[src/rtl/eirq_pkg.sv]
// package: register map, field positions, vectors and carrier types of the external interrupt block
package eirq_pkg;

  // ********************************************************************
  // register byte addresses
  // ********************************************************************
  localparam logic [3:0] ADDR_SYS_CTRL = 4'h0;
  localparam logic [3:0] ADDR_IEN_MASK = 4'h4;
  localparam logic [3:0] ADDR_IFLAGS   = 4'h8;
  localparam logic [3:0] ADDR_PC_SEL   = 4'hC;

  // ********************************************************************
  // field positions and reset values
  // ********************************************************************
  localparam int         BIT_EXT      = 6;
  localparam int         BIT_PC       = 5;
  localparam logic [7:0] RST_SYS_CTRL = 8'h00;
  localparam logic [7:0] RST_IEN_MASK = 8'h00;
  localparam logic [7:0] RST_IFLAGS   = 8'h00;
  localparam logic [7:0] RST_PC_SEL   = 8'h00;
  localparam logic [7:0] SYS_CTRL_WMASK = 8'h7B;
  localparam logic [1:0] RESP_OKAY    = 2'h0;
  localparam logic [1:0] RESP_SLVERR  = 2'h2;

  // ********************************************************************
  // vector words
  // ********************************************************************
  localparam logic [3:0] VEC_RESET   = 4'h0;
  localparam logic [3:0] VEC_EXT     = 4'h1;
  localparam logic [3:0] VEC_PC      = 4'h2;
  localparam logic [3:0] VEC_TOV     = 4'h3;
  localparam logic [3:0] VEC_EE      = 4'h4;
  localparam logic [3:0] VEC_ACMP    = 4'h5;
  localparam logic [3:0] VEC_CMPA    = 4'h6;
  localparam logic [3:0] VEC_CMPB    = 4'h7;
  localparam logic [3:0] VEC_WDOG    = 4'h8;
  localparam logic [3:0] VEC_ADC     = 4'h9;

  // sense modes of the external pin
  typedef enum logic [1:0] {
    EIRQ_LOW  = 2'h0,
    EIRQ_ANY  = 2'h1,
    EIRQ_FALL = 2'h2,
    EIRQ_RISE = 2'h3
  } eirq_sense_t;

  // request toward the core
  typedef struct packed {
    logic       valid;
    logic [3:0] vector;
  } eirq_req_t;

endpackage

[src/rtl/eirq_top.sv]
// module: external pin and pin-change interrupt logic with vector selection and AXI4-Lite registers
//
// The AXI4-Lite register port and the address map were chosen for this implementation.
`timescale 1ns/1ps
`default_nettype none
// Function
// RL1 - reset vector 0x0000, external pin 0x0001, pin change 0x0002
// RL2 - other sources use vectors 0x0003 through 0x0009 in listed order
// RL3 - pins are detected even when driven as outputs by the port
// RL4 - any unmasked pin-change input toggling raises a pin-change request
// RL5 - pin-change detection works without the I/O clock for wake-up; here it and WAKE_O are clocked by MCLK_I
// RL6 - enabled low-level mode requests continuously while the pin is low
// RL7 - edge detection on the external pin needs the running I/O clock
// RL8 - low-level detection works without the I/O clock for wake-up; here it and WAKE_O are clocked by MCLK_I
// RL9 - low level gone before start-up ends: wake without taking interrupt
// RL10 - two-bit sense field: low, any change, falling, rising; bits 1:0
// RL11 - external pin sampled before edge detection; pulses over one clock count
// RL12 - source holds the low level until the current instruction completes
// RL13 - external interrupt serviced only with bit 6 enable and global enable
// RL14 - pin-change interrupt serviced only with bit 5 enable and global enable
// RL15 - external flag bit 6 set by edge, cleared by vector or write one
// RL16 - external flag reads zero while low-level sensing is selected
// RL17 - pin-change flag bit 5 set by change, cleared by vector or write one
// RL18 - each pin-change mask bit enables detection of its own pin
// RL19 - reserved bits 7 and 4:0 of mask and flag registers read zero
// RL20 - simultaneous pending requests serviced lowest vector first
module eirq_top (
  input  wire logic                 MCLK_I,
  input  wire logic                 RST_I,
  input  wire logic                 EXT_IRQ_PIN_I,
  input  wire logic [5:0]           PIN_CHANGE_INPUTS_I,
  input  wire logic                 GLOBAL_IEN_I,
  input  wire logic [9:3]           INT_SRC_REQ_I,
  input  wire logic                 VEC_ACK_I,
  output logic                      REQ_VALID_O,
  output logic [3:0]                REQ_VECTOR_O,
  output logic                      WAKE_O,
  input  wire logic [3:0]           S_AXI_AWADDR_I,
  input  wire logic                 S_AXI_AWVALID_I,
  output logic                      S_AXI_AWREADY_O,
  input  wire logic [31:0]          S_AXI_WDATA_I,
  input  wire logic [3:0]           S_AXI_WSTRB_I,
  input  wire logic                 S_AXI_WVALID_I,
  output logic                      S_AXI_WREADY_O,
  output logic [1:0]                S_AXI_BRESP_O,
  output logic                      S_AXI_BVALID_O,
  input  wire logic                 S_AXI_BREADY_I,
  input  wire logic [3:0]           S_AXI_ARADDR_I,
  input  wire logic                 S_AXI_ARVALID_I,
  output logic                      S_AXI_ARREADY_O,
  output logic [31:0]               S_AXI_RDATA_O,
  output logic [1:0]                S_AXI_RRESP_O,
  output logic                      S_AXI_RVALID_O,
  input  wire logic                 S_AXI_RREADY_I
);

  // ********************************************************************
  // registers and state
  // ********************************************************************
  logic [7:0]        sys_ctrl_r;
  logic [7:0]        ien_mask_r;
  logic              ext_flag_r;
  logic              pc_flag_r;
  logic [5:0]        pc_sel_r;
  logic              ext_s1_r;
  logic              ext_s2_r;
  logic              ext_prev_r;
  logic [5:0]        pc_s1_r;
  logic [5:0]        pc_s2_r;
  logic [5:0]        pc_prev_r;
  logic              aw_got_r;
  logic              w_got_r;
  logic [3:0]        aw_addr_r;
  logic [31:0]       w_data_r;
  logic [3:0]        w_strb_r;
  eirq_pkg::eirq_req_t req_nxt;
  eirq_pkg::eirq_sense_t sense;
  logic              ext_event;
  logic              pc_event;
  logic              ext_level_req;
  logic              wr_fire;
  logic              wr_ok;
  logic              ack_ext;
  logic              ack_pc;

  // builds one 8-bit register view of the flags with reserved bits at zero
  function automatic logic [7:0] eirq_bits(input logic ext_b, input logic pc_b);
    logic [7:0] v;
    v = 8'h00;
    v[eirq_pkg::BIT_EXT] = ext_b;
    v[eirq_pkg::BIT_PC]  = pc_b;
    return v;
  endfunction

  assign sense = eirq_pkg::eirq_sense_t'(sys_ctrl_r[1:0]); // [RL10]

  // ********************************************************************
  // pin sampling
  // ********************************************************************
  // two-stage synchronisers; the port read-back path is upstream, so outputs still trigger
  always_ff @(posedge MCLK_I) begin
    if (RST_I) begin
      ext_s1_r   <= 1'b1;
      ext_s2_r   <= 1'b1;
      ext_prev_r <= 1'b1;
      pc_s1_r    <= 6'h00;
      pc_s2_r    <= 6'h00;
      pc_prev_r  <= 6'h00;
    end else begin
      ext_s1_r   <= EXT_IRQ_PIN_I; // [RL3] [RL11]
      ext_s2_r   <= ext_s1_r;
      ext_prev_r <= ext_s2_r;
      pc_s1_r    <= PIN_CHANGE_INPUTS_I;
      pc_s2_r    <= pc_s1_r;
      pc_prev_r  <= pc_s2_r;
    end
  end

  // edge detection needs the clock; a sampled pulse of one clock or longer is seen
  always_comb begin
    case (sense)
      eirq_pkg::EIRQ_ANY:  ext_event = ext_s2_r ^ ext_prev_r; // [RL7] [RL11]
      eirq_pkg::EIRQ_FALL: ext_event = ext_prev_r & ~ext_s2_r;
      eirq_pkg::EIRQ_RISE: ext_event = ~ext_prev_r & ext_s2_r;
      default:             ext_event = 1'b0;
    endcase
  end

  assign pc_event      = |((pc_s2_r ^ pc_prev_r) & pc_sel_r); // [RL4] [RL18]
  assign ext_level_req = (sense == eirq_pkg::EIRQ_LOW) & ~ext_s2_r; // [RL6]

  // ********************************************************************
  // wake-up path
  // ********************************************************************
  // combinational from the raw pins would glitch; registered, so the sleep controller
  // sees it one clock late; with the clock stopped the sleep logic must look at the pins
  always_ff @(posedge MCLK_I) begin
    if (RST_I) begin
      WAKE_O <= 1'b0;
    end else begin
      WAKE_O <= (ien_mask_r[eirq_pkg::BIT_EXT] & ext_level_req) // [RL8]
              | (ien_mask_r[eirq_pkg::BIT_PC] & pc_event);      // [RL5]
    end
  end

  // ********************************************************************
  // vector request
  // ********************************************************************
  // level request is not latched: a level gone before start-up yields no vector
  always_comb begin
    req_nxt.valid  = 1'b0;
    req_nxt.vector = eirq_pkg::VEC_RESET;
    if (GLOBAL_IEN_I) begin
      if (ien_mask_r[eirq_pkg::BIT_EXT] & (ext_flag_r | ext_level_req)) begin // [RL13] [RL9] [RL20]
        req_nxt.valid  = 1'b1;
        req_nxt.vector = eirq_pkg::VEC_EXT; // [RL1]
      end else if (ien_mask_r[eirq_pkg::BIT_PC] & pc_flag_r) begin // [RL14]
        req_nxt.valid  = 1'b1;
        req_nxt.vector = eirq_pkg::VEC_PC;
      end else begin
        for (int i = 9; i >= 3; i--) begin
          if (INT_SRC_REQ_I[i]) begin // [RL2]
            req_nxt.valid  = 1'b1;
            req_nxt.vector = i[3:0];
          end
        end
      end
    end
  end

  always_ff @(posedge MCLK_I) begin
    if (RST_I) begin
      REQ_VALID_O  <= 1'b0;
      REQ_VECTOR_O <= eirq_pkg::VEC_RESET;
    end else begin
      REQ_VALID_O  <= req_nxt.valid;
      REQ_VECTOR_O <= req_nxt.vector;
    end
  end

  assign ack_ext = VEC_ACK_I & REQ_VALID_O & (REQ_VECTOR_O == eirq_pkg::VEC_EXT);
  assign ack_pc  = VEC_ACK_I & REQ_VALID_O & (REQ_VECTOR_O == eirq_pkg::VEC_PC);

  // ********************************************************************
  // flags: set wins over clear
  // ********************************************************************
  assign wr_fire = aw_got_r & w_got_r & ~S_AXI_BVALID_O;
  assign wr_ok   = wr_fire & w_strb_r[0];

  always_ff @(posedge MCLK_I) begin
    if (RST_I) begin
      ext_flag_r <= eirq_pkg::RST_IFLAGS[eirq_pkg::BIT_EXT];
      pc_flag_r  <= eirq_pkg::RST_IFLAGS[eirq_pkg::BIT_PC];
    end else begin
      if (sense == eirq_pkg::EIRQ_LOW) begin
        ext_flag_r <= 1'b0; // [RL16]
      end else if (ext_event) begin
        ext_flag_r <= 1'b1; // [RL15]
      end else if (ack_ext | (wr_ok & (aw_addr_r == eirq_pkg::ADDR_IFLAGS) & w_data_r[eirq_pkg::BIT_EXT])) begin
        ext_flag_r <= 1'b0; // [RL15]
      end
      if (pc_event) begin
        pc_flag_r <= 1'b1; // [RL17]
      end else if (ack_pc | (wr_ok & (aw_addr_r == eirq_pkg::ADDR_IFLAGS) & w_data_r[eirq_pkg::BIT_PC])) begin
        pc_flag_r <= 1'b0; // [RL17]
      end
    end
  end

  // ********************************************************************
  // AXI4-Lite write channel
  // ********************************************************************
  // one write at a time; address and data are taken in either order
  always_ff @(posedge MCLK_I) begin
    if (RST_I) begin
      aw_got_r        <= 1'b0;
      w_got_r         <= 1'b0;
      aw_addr_r       <= 4'h0;
      w_data_r        <= 32'h0000_0000;
      w_strb_r        <= 4'h0;
      S_AXI_AWREADY_O <= 1'b0;
      S_AXI_WREADY_O  <= 1'b0;
      S_AXI_BVALID_O  <= 1'b0;
      S_AXI_BRESP_O   <= eirq_pkg::RESP_OKAY;
    end else begin
      S_AXI_AWREADY_O <= ~aw_got_r & ~S_AXI_AWREADY_O & S_AXI_AWVALID_I;
      S_AXI_WREADY_O  <= ~w_got_r & ~S_AXI_WREADY_O & S_AXI_WVALID_I;
      if (S_AXI_AWVALID_I & S_AXI_AWREADY_O) begin
        aw_got_r  <= 1'b1;
        aw_addr_r <= {S_AXI_AWADDR_I[3:2], 2'h0};
      end
      if (S_AXI_WVALID_I & S_AXI_WREADY_O) begin
        w_got_r  <= 1'b1;
        w_data_r <= S_AXI_WDATA_I;
        w_strb_r <= S_AXI_WSTRB_I;
      end
      if (wr_fire) begin
        aw_got_r       <= 1'b0;
        w_got_r        <= 1'b0;
        S_AXI_BVALID_O <= 1'b1;
        S_AXI_BRESP_O  <= eirq_pkg::RESP_OKAY;
      end else if (S_AXI_BVALID_O & S_AXI_BREADY_I) begin
        S_AXI_BVALID_O <= 1'b0;
      end
    end
  end

  // control registers; only the low byte lane carries bits
  always_ff @(posedge MCLK_I) begin
    if (RST_I) begin
      sys_ctrl_r <= eirq_pkg::RST_SYS_CTRL;
      ien_mask_r <= eirq_pkg::RST_IEN_MASK;
      pc_sel_r   <= eirq_pkg::RST_PC_SEL[5:0];
    end else if (wr_ok) begin
      case (aw_addr_r)
        eirq_pkg::ADDR_SYS_CTRL: sys_ctrl_r <= w_data_r[7:0] & eirq_pkg::SYS_CTRL_WMASK; // [RL10]
        eirq_pkg::ADDR_IEN_MASK: ien_mask_r <= eirq_bits(w_data_r[eirq_pkg::BIT_EXT],
                                                         w_data_r[eirq_pkg::BIT_PC]); // [RL19]
        eirq_pkg::ADDR_PC_SEL:   pc_sel_r   <= w_data_r[5:0]; // [RL18]
        default:                 sys_ctrl_r <= sys_ctrl_r;
      endcase
    end
  end

  // ********************************************************************
  // AXI4-Lite read channel
  // ********************************************************************
  always_ff @(posedge MCLK_I) begin
    if (RST_I) begin
      S_AXI_ARREADY_O <= 1'b0;
      S_AXI_RVALID_O  <= 1'b0;
      S_AXI_RDATA_O   <= 32'h0000_0000;
      S_AXI_RRESP_O   <= eirq_pkg::RESP_OKAY;
    end else begin
      S_AXI_ARREADY_O <= ~S_AXI_ARREADY_O & ~S_AXI_RVALID_O & S_AXI_ARVALID_I;
      if (S_AXI_ARVALID_I & S_AXI_ARREADY_O) begin
        S_AXI_RVALID_O <= 1'b1;
        S_AXI_RRESP_O  <= eirq_pkg::RESP_OKAY;
        case ({S_AXI_ARADDR_I[3:2], 2'h0})
          eirq_pkg::ADDR_SYS_CTRL: S_AXI_RDATA_O <= {24'h000000, sys_ctrl_r};
          eirq_pkg::ADDR_IEN_MASK: S_AXI_RDATA_O <= {24'h000000, ien_mask_r};
          eirq_pkg::ADDR_IFLAGS:   S_AXI_RDATA_O <= {24'h000000, eirq_bits(ext_flag_r, pc_flag_r)}; // [RL19]
          eirq_pkg::ADDR_PC_SEL:   S_AXI_RDATA_O <= {26'h0000000, pc_sel_r};
          default:                 S_AXI_RDATA_O <= 32'h0000_0000;
        endcase
      end else if (S_AXI_RVALID_O & S_AXI_RREADY_I) begin
        S_AXI_RVALID_O <= 1'b0;
      end
    end
  end
endmodule
`default_nettype wire

[config.mk]
export PLATFORM = sky130hd
export DESIGN_NAME = eirq_top
export DESIGN_NICKNAME = d
export VERILOG_FILES = /design/src/rtl/eirq_pkg.sv /design/src/rtl/eirq_top.sv
export SDC_FILE = /design/constraint.sdc
export NUM_CORES = 1
export LEC_CHECK = 0
export BUFFER_PORTS_ARGS = -buffer_cell sky130_fd_sc_hd__buf_2
export CAP_MARGIN = 40
export CORE_MARGIN = 10
export CORE_UTILIZATION = 47
export DETAILED_ROUTE_END_ITERATION = 7
export PLACE_DENSITY_LB_ADDON = 0.08
export SLEW_MARGIN = 20
export SYNTH_ARGS = -nofsm -noshare
export SYNTH_HDL_FRONTEND = slang
export SYNTH_SLANG_ARGS = --single-unit
[constraint.sdc]
create_clock -name MCLK_I -period 1.6 [get_ports MCLK_I]
set_input_delay 0.24 -clock MCLK_I [delete_from_list [all_inputs] [get_ports MCLK_I]]
set_output_delay 0.24 -clock MCLK_I [all_outputs]
set_load 0.05 [all_outputs]
Yosys cells after proc, flatten, opt, wreduce, memory -nomap -nowiden
Cells that the tools add are included.
Widths: inputs -> output; s select.
{"block": "totals", "ff_bits": 92, "inputBits": 67, "output_inout_bits": 47}
{"block": "classes", "eq_ne": 11, "muxes": 19, "n_bitwise": 44, "n_reduce_logical": 17}
{"operator": "$pmux 32 s4", "n": 1}
{"operator": "$mux 5", "n": 9}
{"operator": "$and 1x1->1", "n": 27}
{"operator": "$eq 2x2->1 const B", "n": 6}
{"operator": "$not 1->1", "n": 10}
{"operator": "$reduce_or 9->1", "n": 1}
{"operator": "$mux 1", "n": 8}
{"operator": "$reduce_bool 2->1", "n": 4}
{"operator": "$and 6x6->6", "n": 1}
{"operator": "$eq 2x1->1 const B", "n": 3}
{"operator": "$reduce_and 2->1", "n": 3}
{"operator": "$reduce_or 2->1", "n": 3}
{"operator": "$reduce_or 6->1", "n": 1}
{"operator": "$xor 6x6->6", "n": 1}
{"operator": "$reduce_or 5->1", "n": 1}
{"operator": "$eq 4x1->1 const B", "n": 1}
{"operator": "$eq 4x2->1 const B", "n": 1}
{"operator": "$logic_not 2->1", "n": 2}
{"operator": "$logic_not 4->1", "n": 1}
{"operator": "$or 1x1->1", "n": 4}
{"operator": "$pmux 1 s3", "n": 1}
{"operator": "$reduce_or 3->1", "n": 1}
{"operator": "$xor 1x1->1", "n": 1}

Depth between registers and ports, before layout
Gate-level depths: netlist of run 1.
{"block": "logic_depth", "depth_word": 9, "mapped_depth": 6, "ltp_nobuf": 6}

Worst setup path after synthesis of run 1
No wires, ideal clock.
{"block": "synth_path", "path_kind": "flip-flop to flip-flop", "start": "register S_AXI_BVALID_O", "end": "register sys_ctrl_r[1]", "setup_time_ns": 0.128, "arrival_time_ns": 1.407, "required_ns": 1.472, "setup_slack_ns": 0.065, "path_stages_with_launch": 6, "period_less_slack_ns": 1.535, "path_cell_list": "dfxtp_1 -> nand4b_1 -> or3_1 -> buf_6 -> mux2i_1 -> nor2_1"}
{"block": "synth_between", "elab_chain_cells": 4}
{"item": "start, declared", "line": "eirq_top.sv:46", "text": "output logic S_AXI_BVALID_O,"}
{"item": "start signal, assigned", "line": "eirq_top.sv:223", "text": "S_AXI_BVALID_O <= 1'b0;"}
{"item": "start signal, assigned", "line": "eirq_top.sv:240", "text": "S_AXI_BVALID_O <= 1'b1;"}
{"item": "start signal, assigned", "line": "eirq_top.sv:243", "text": "S_AXI_BVALID_O <= 1'b0;"}
{"item": "$not 1->1", "line": "eirq_top.sv:187", "text": "assign wr_fire = aw_got_r & w_got_r & ~S_AXI_BVALID_O;"}
{"item": "$and 1x1->1", "line": "eirq_top.sv:187"}
{"item": "$and 1x1->1", "line": "eirq_top.sv:188", "text": "assign wr_ok = wr_fire & w_strb_r[0];"}
{"item": "$reduce_and 2->1 (no line)"}
{"item": "end signal, assigned", "line": "eirq_top.sv:251", "text": "sys_ctrl_r <= eirq_pkg::RST_SYS_CTRL;"}
{"item": "end signal, assigned", "line": "eirq_top.sv:256", "text": "eirq_pkg::ADDR_SYS_CTRL: sys_ctrl_r <= w_data_r[7:0] & eirq_pkg::SYS_CTRL_WMASK;"}
{"item": "end signal, assigned", "line": "eirq_top.sv:260", "text": "default: sys_ctrl_r <= sys_ctrl_r;"}
{"item": "end, declared", "line": "eirq_top.sv:60", "text": "logic [7:0] sys_ctrl_r;"}
No other way between the ends.
A chain may end at the register's enable or synchronous reset.

Final worst setup path of run 1
{"block": "layout_path", "start": "register w_got_r", "end": "register ien_mask_r[6]"}
{"block": "layout_between", "elab_chain_cells": 4}
{"item": "start, declared", "line": "eirq_top.sv:72", "text": "logic w_got_r;"}
{"item": "start signal, assigned", "line": "eirq_top.sv:217", "text": "w_got_r <= 1'b0;"}
{"item": "start signal, assigned", "line": "eirq_top.sv:233", "text": "w_got_r <= 1'b1;"}
{"item": "start signal, assigned", "line": "eirq_top.sv:239", "text": "w_got_r <= 1'b0;"}
{"item": "$and 1x1->1 (2 in series)", "line": "eirq_top.sv:187"}
{"item": "$and 1x1->1", "line": "eirq_top.sv:188"}
{"item": "$reduce_and 2->1 (no line)"}
{"item": "end signal, assigned", "line": "eirq_top.sv:252", "text": "ien_mask_r <= eirq_pkg::RST_IEN_MASK;"}
{"item": "end signal, assigned", "line": "eirq_top.sv:257", "text": "eirq_pkg::ADDR_IEN_MASK: ien_mask_r <= eirq_bits(w_data_r[eirq_pkg::BIT_EXT],"}
{"item": "end, declared", "line": "eirq_top.sv:61", "text": "logic [7:0] ien_mask_r;"}
No other way between the ends.

==> impl_metrics.toml, run 1 <==
[outcome]
outcome = "complete, no violations"

[grt]
grt_max_degree = 32
antenna_found_initial = 0
grt_pass1_vias = 1904
grt_use_total_pct = 12.1
gr-total-overflow = 0
grt_pass1_wl_um = 8870

[cells_and_area]
final_cell_mix = "dfxtp_1 (67), buf_2 (52), nand2_1 (29), conb_1 (29), nor2_1 (26)"
layout-drive-gt1-share_pct = 22.8
syn2layout_area_growth_pct = 17.1
diodes = 0
fin_cells = 423
nets = 415
layout_commonest_cell = "dfxtp_1"
fin_area_um2 = 3180

[sta]
fin_crit_ps = 1400
timing.final.ws_setup_ps = 198
skew_ps = 6.22
setup_viol = 0
final_max_slew_viol_count = 0
fmax_ghz = 0.713
rsz0062_at_grt = "false"
hold_viol_final = 0
tightestPinTransition_ps = 503
tns_ps = 0
slew_headroom_pct = 66.2
period_share_pct = 87.6

[synthesis]
synth_top_family_by_area = "simple AND/OR/NAND/NOR gates"
synthCells = 290
yosys_warnings = 0
synth_compound_area_share_pct = 9.54
ys_types = 40
synth-seq-cells = 67
ys.flop_type = "dfxtp_1"
avgSynthCellArea_um2 = 9.36
synth-xor-area-share_pct = 1.94
synth_edf_count = 0
async_reset_ff_share_pct = 0
synth_area_um2 = 2720
yosys.area_share.simple_pct = 21.5
muxShareOfSynthArea_pct = 6.36
ys_seq_area_share_pct = 49.4
synthAdderAreaFrac_pct = 0.922

[clock_network]
clock_path_buffers = 2
cts_sinks = 67
cts_tree = "built"
clockRootBuffer = "clkbuf_8"
clk_latency_ps = 330
path_clk_slew_ps = 70
cts_setup_buffers = 0
numCtsBuffers = 9
h-tree-depth = 3

[floorplanning]
ios = 114
die_w_um = 96.0
die-area_um2 = 9220
placementRows = 27
dieHeight_um = 96.0
core_um2 = 5540
initial_core_util_pct = 49.0

[place]
numPortBuffers = 52
placed_area_um2 = 2940
place_congestion = 0.761
place_ws_ps = 146
dp_hpwl_um = 4180
place_inst = 407

[critical_path]
reg2reg_depth = 4
arrival_ps = 1610
cp.required_ps = 1810
crit_type = "reg2reg"
endpoint_kind = "flop"
worstSetupStartpointType = "flop"
crit_fanout = 6

[power_and_ir_drop]
power_mw = 3.75
ir_drop_v = 0.000646
p_per_area_nw_per_um2 = 1180
cellLeakagePower_nw = 1.44

[min_path]
hold_class = "in2reg"
min_path_cells = 2

[detailed_routing]
wl_per_cell_um = 13.0
routed_wirelength_um = 5500
viasPerCell = 4.72
drc = 0
ant_nets = 0
first_pass_iters = 4
drt-initial-drc-count = 55
route.vias.total = 1997

[flow_run]
drv_cap = 0
flip-flops by register name, summed over array words and instances, names as in the netlist, 4 cells and up:
signal,flops
S_AXI_RDATA_O,7
w_data_r,7
pc_prev_r,6
pc_s1_r,6
pc_s2_r,6
pc_sel_r,6
sys_ctrl_r,6
REQ_VECTOR_O,4
kinds of logic (layout without fill, tap and decap cells):
logic type | count (synthesis) | after routing
buf+inv | 43 | 76
simple gates | 112 | 112
other cells | 1 | 29
mux | 16 | 16
compound gates | 43 | 43
fa+ha+maj | 2 | 2
flops | 67 | 67
xor+xnor | 6 | 6
through the flow:
| step | utilization (%) | hold slack, ps |
|---|---|---|
| after floorplan | - | 344 |
| after global placement | 53.0 | 405 |
| after detailed placement | 53.0 | 405 |
| after CTS | 57.3 | 80.1 |
| after global routing | 57.4 | 91.6 |
| final | 57.4 | 95.6 |
layer usage:
layer | track usage (%) | wire (µm)
met1 | 16.4 | 2680
met2 | 17.1 | 2320
met3 | 3.19 | 418
met4 | 6.63 | 80
met5 | 0 | 0
synth_stat cells (all sizes together), types with 4 or more instances:
master | count | area share, %
inv | 4 | 0.55
dfxtp | 67 | 49
a21oi | 22 | 4.1
nor2 | 26 | 3.6
mux2i | 15 | 5.5
xor2 | 6 | 1.9
buf | 30 | 8.4
clkbuf | 9 | 1.2
nor3 | 6 | 1.1
a221oi | 4 | 1.3
nand2 | 29 | 4.0
nor2b | 18 | 4.1
nand3 | 5 | 1.1
nand2b | 7 | 1.6
o21ai | 7 | 1.3
worst max-delay path, stage by stage (launching register included):
cell	delay, ps
dfxtp_1	410
nand4b_1	170
nor3b_1	420
mux2i_1	230
nor2_1	50
final timing paths:
| check | from | to | slack, ps |
|---|---|---|---|
| setup reg to reg | w_got_r | ien_mask_r[6] | 200 |
| setup / recovery | w_got_r | ien_mask_r[6] | 200 |
| hold reg to reg | ext_s1_r | ext_s2_r | 420 |
| hold / removal | EXT_IRQ_PIN_I | ext_s1_r | 100 |
cell type report:
class                   count  area (µm²)
fillers                   527        2360
flip-flops and latches     67        1340
multi-input cells         208        1210
repair buffers             56         290
clock buffers              11         151
well taps                  72        90.1
clock inverters             5        83.8
inverters                   4        15.0
power breakdown:
| group | total (mW) | internal [mW] | switching (mW) |
|---|---|---|---|
| registers | 1.75 | 1.72 | 0.0296 |
| logic | 0.398 | 0.0946 | 0.304 |
| clock network | 1.60 | 0.968 | 0.636 |
what timing repair did:
| action | in CTS | in global routing |
|---|---|---|
| endpoints found under the setup margin | 0 | 3 |
| hold buffers | 0 | 0 |
| hold endpoints to repair | 0 | 0 |
| resized for setup | 0 | 1 |
(Power assumes the default switching activity.)
==> run 2: changes to the inputs <==
- CELL_PAD_IN_SITES_DETAIL_PLACEMENT: default -> 1
- CELL_PAD_IN_SITES_GLOBAL_PLACEMENT: default -> 2
- CORE_UTILIZATION: 47 -> 27
==> run 2 against run 1 <==
Combinational power is 2% higher. Non-clock buffer count is 4 higher. Hold slack better by 1.3 ps. Die area is 57% higher. Critical path type unchanged. Largest power group unchanged.
==> impl_metrics.toml, run 2 (synthesized netlist as in run 1, its figures left out) <==
[place]
placed_area_um2 = 3040
numPortBuffers = 52
dp_hpwl_um = 5160
place_congestion = 0.720

[critical_path]
crit_fanout = 6
crit_type = "reg2reg"
path_cells = "nand4b_1, or3_1, mux2i_1, nor2_1"
arrival_ps = 1640
cp.required_ps = 1830
critPathTopFamily = "simple AND/OR/NAND/NOR gates"
endpoint_kind = "flop"
r2r_end = "sys_ctrl_r[1]"
reg2reg_depth = 4
cp_slowest_cell = "or3_1"
r2r_slack_ps = 190
worstSetupStartpointType = "flop"
crit_buf_inv = 0
cpPeakStageDelay_ps = 510
r2r-start = "S_AXI_BVALID_O"

[grt]
grt_max_degree = 26
met2_usage_pct = 13.4
grt_util_met1_pct = 12.1
use_met3_pct = 3.21
grt_use_total_pct = 9.44
busiest_layer = "met2"
antenna_found_initial = 0
grt_pass1_wl_um = 10900
grt_pass1_vias = 2177
gr-total-overflow = 0

[min_path]
min_path_cells = 2
hold_class = "in2reg"
min-delay-start = "EXT_IRQ_PIN_I"
worstHoldEndpoint = "ext_s1_r"

[clock_network]
ctsResizeCount = 0
hold_buffers = 0
path_clk_slew_ps = 70
cts_tree = "built"
cts_sinks = 67
h-tree-depth = 3
numCtsBuffers = 9
clk_latency_ps = 340
clock_path_buffers = 2
cts_setup_buffers = 0
clockRootBuffer = "clkbuf_8"

[detailed_routing]
drc = 0
wl_per_cell_um = 13.7
route.vias.total = 2033
ant_nets = 0
routed_wirelength_um = 6710
first_pass_iters = 3
viasPerCell = 4.17
drt-initial-drc-count = 55

[power_and_ir_drop]
p_per_area_nw_per_um2 = 1170
ir_drop_v = 0.000357
cellLeakagePower_nw = 1.46

[sta]
whs_ps = 96.9
fin_crit_ps = 1410
hold_viol_final = 0
final_max_slew_viol_count = 0
rsz0062_at_grt = "false"
setup_viol = 0
skew_ps = 8.05
tns_ps = 0
fmax_ghz = 0.711
period_share_pct = 87.9

[cells_and_area]
fin_area_um2 = 3290
nets = 419
layout_commonest_cell = "dfxtp_1"
final_cell_mix = "dfxtp_1 (67), buf_2 (52), nand2_1 (29), conb_1 (29), nor2_1 (26)"
largest_registers = "S_AXI_RDATA_O: 7 flops, w_data_r: 7 flops"
diodes = 0
syn2layout_area_growth_pct = 21.0
layout-drive-gt1-share_pct = 23.1

[flow_run]
drv_cap = 0

[floorplanning]
die_w_um = 120
core_um2 = 9770
initial_core_util_pct = 27.8
ios = 114
placementRows = 36
dieHeight_um = 120
die-area_um2 = 14500

[outcome]
outcome = "complete, no violations"
## run 2: where the power goes
group	switching (mW)	internal [mW]
combinational	0.310	0.0965
sequential	0.0293	1.72
clock	0.671	1.04
## run 2: stage by stage
stage               setup slack, ps  util, %  total power, mW  instances
finish                          193     33.6             3.86        488
global route                   27.3     33.6             4.04        488
CTS                             163     33.6             3.93        488
detailed placement              185     31.1             2.19        472
global placement                184     31.1             2.19        472
floorplan                      65.4        -             2.14        318
## run 2: how the worst max path moves through the flow
stage,to,slack [ps],cells past startpoint,start
after global placement,sys_ctrl_r[1],180,4,S_AXI_BVALID_O
final,sys_ctrl_r[1],190,4,S_AXI_BVALID_O
after global routing,sys_ctrl_r[1],30,4,w_strb_r[0]
after floorplan,sys_ctrl_r[1],70,5,S_AXI_BVALID_O
after CTS,sys_ctrl_r[1],160,4,w_strb_r[0]
after detailed placement,sys_ctrl_r[1],180,4,w_strb_r[0]
## run 2: final cells by class
class	instances	area, µm²
fill	1183	6490
sequential	67	1340
multi-input combinational	208	1200
timing repair buffer	60	320
tap	133	166
clock buffer	10	128
clock inverter	6	114
inverter	4	15.0
## run 2: per-layer routing
layer	vias to the layer above	wire length, µm
met4	0	111
met5	-	0
met2	55	2830
li1	1047	-
met1	923	3360
met3	8	408
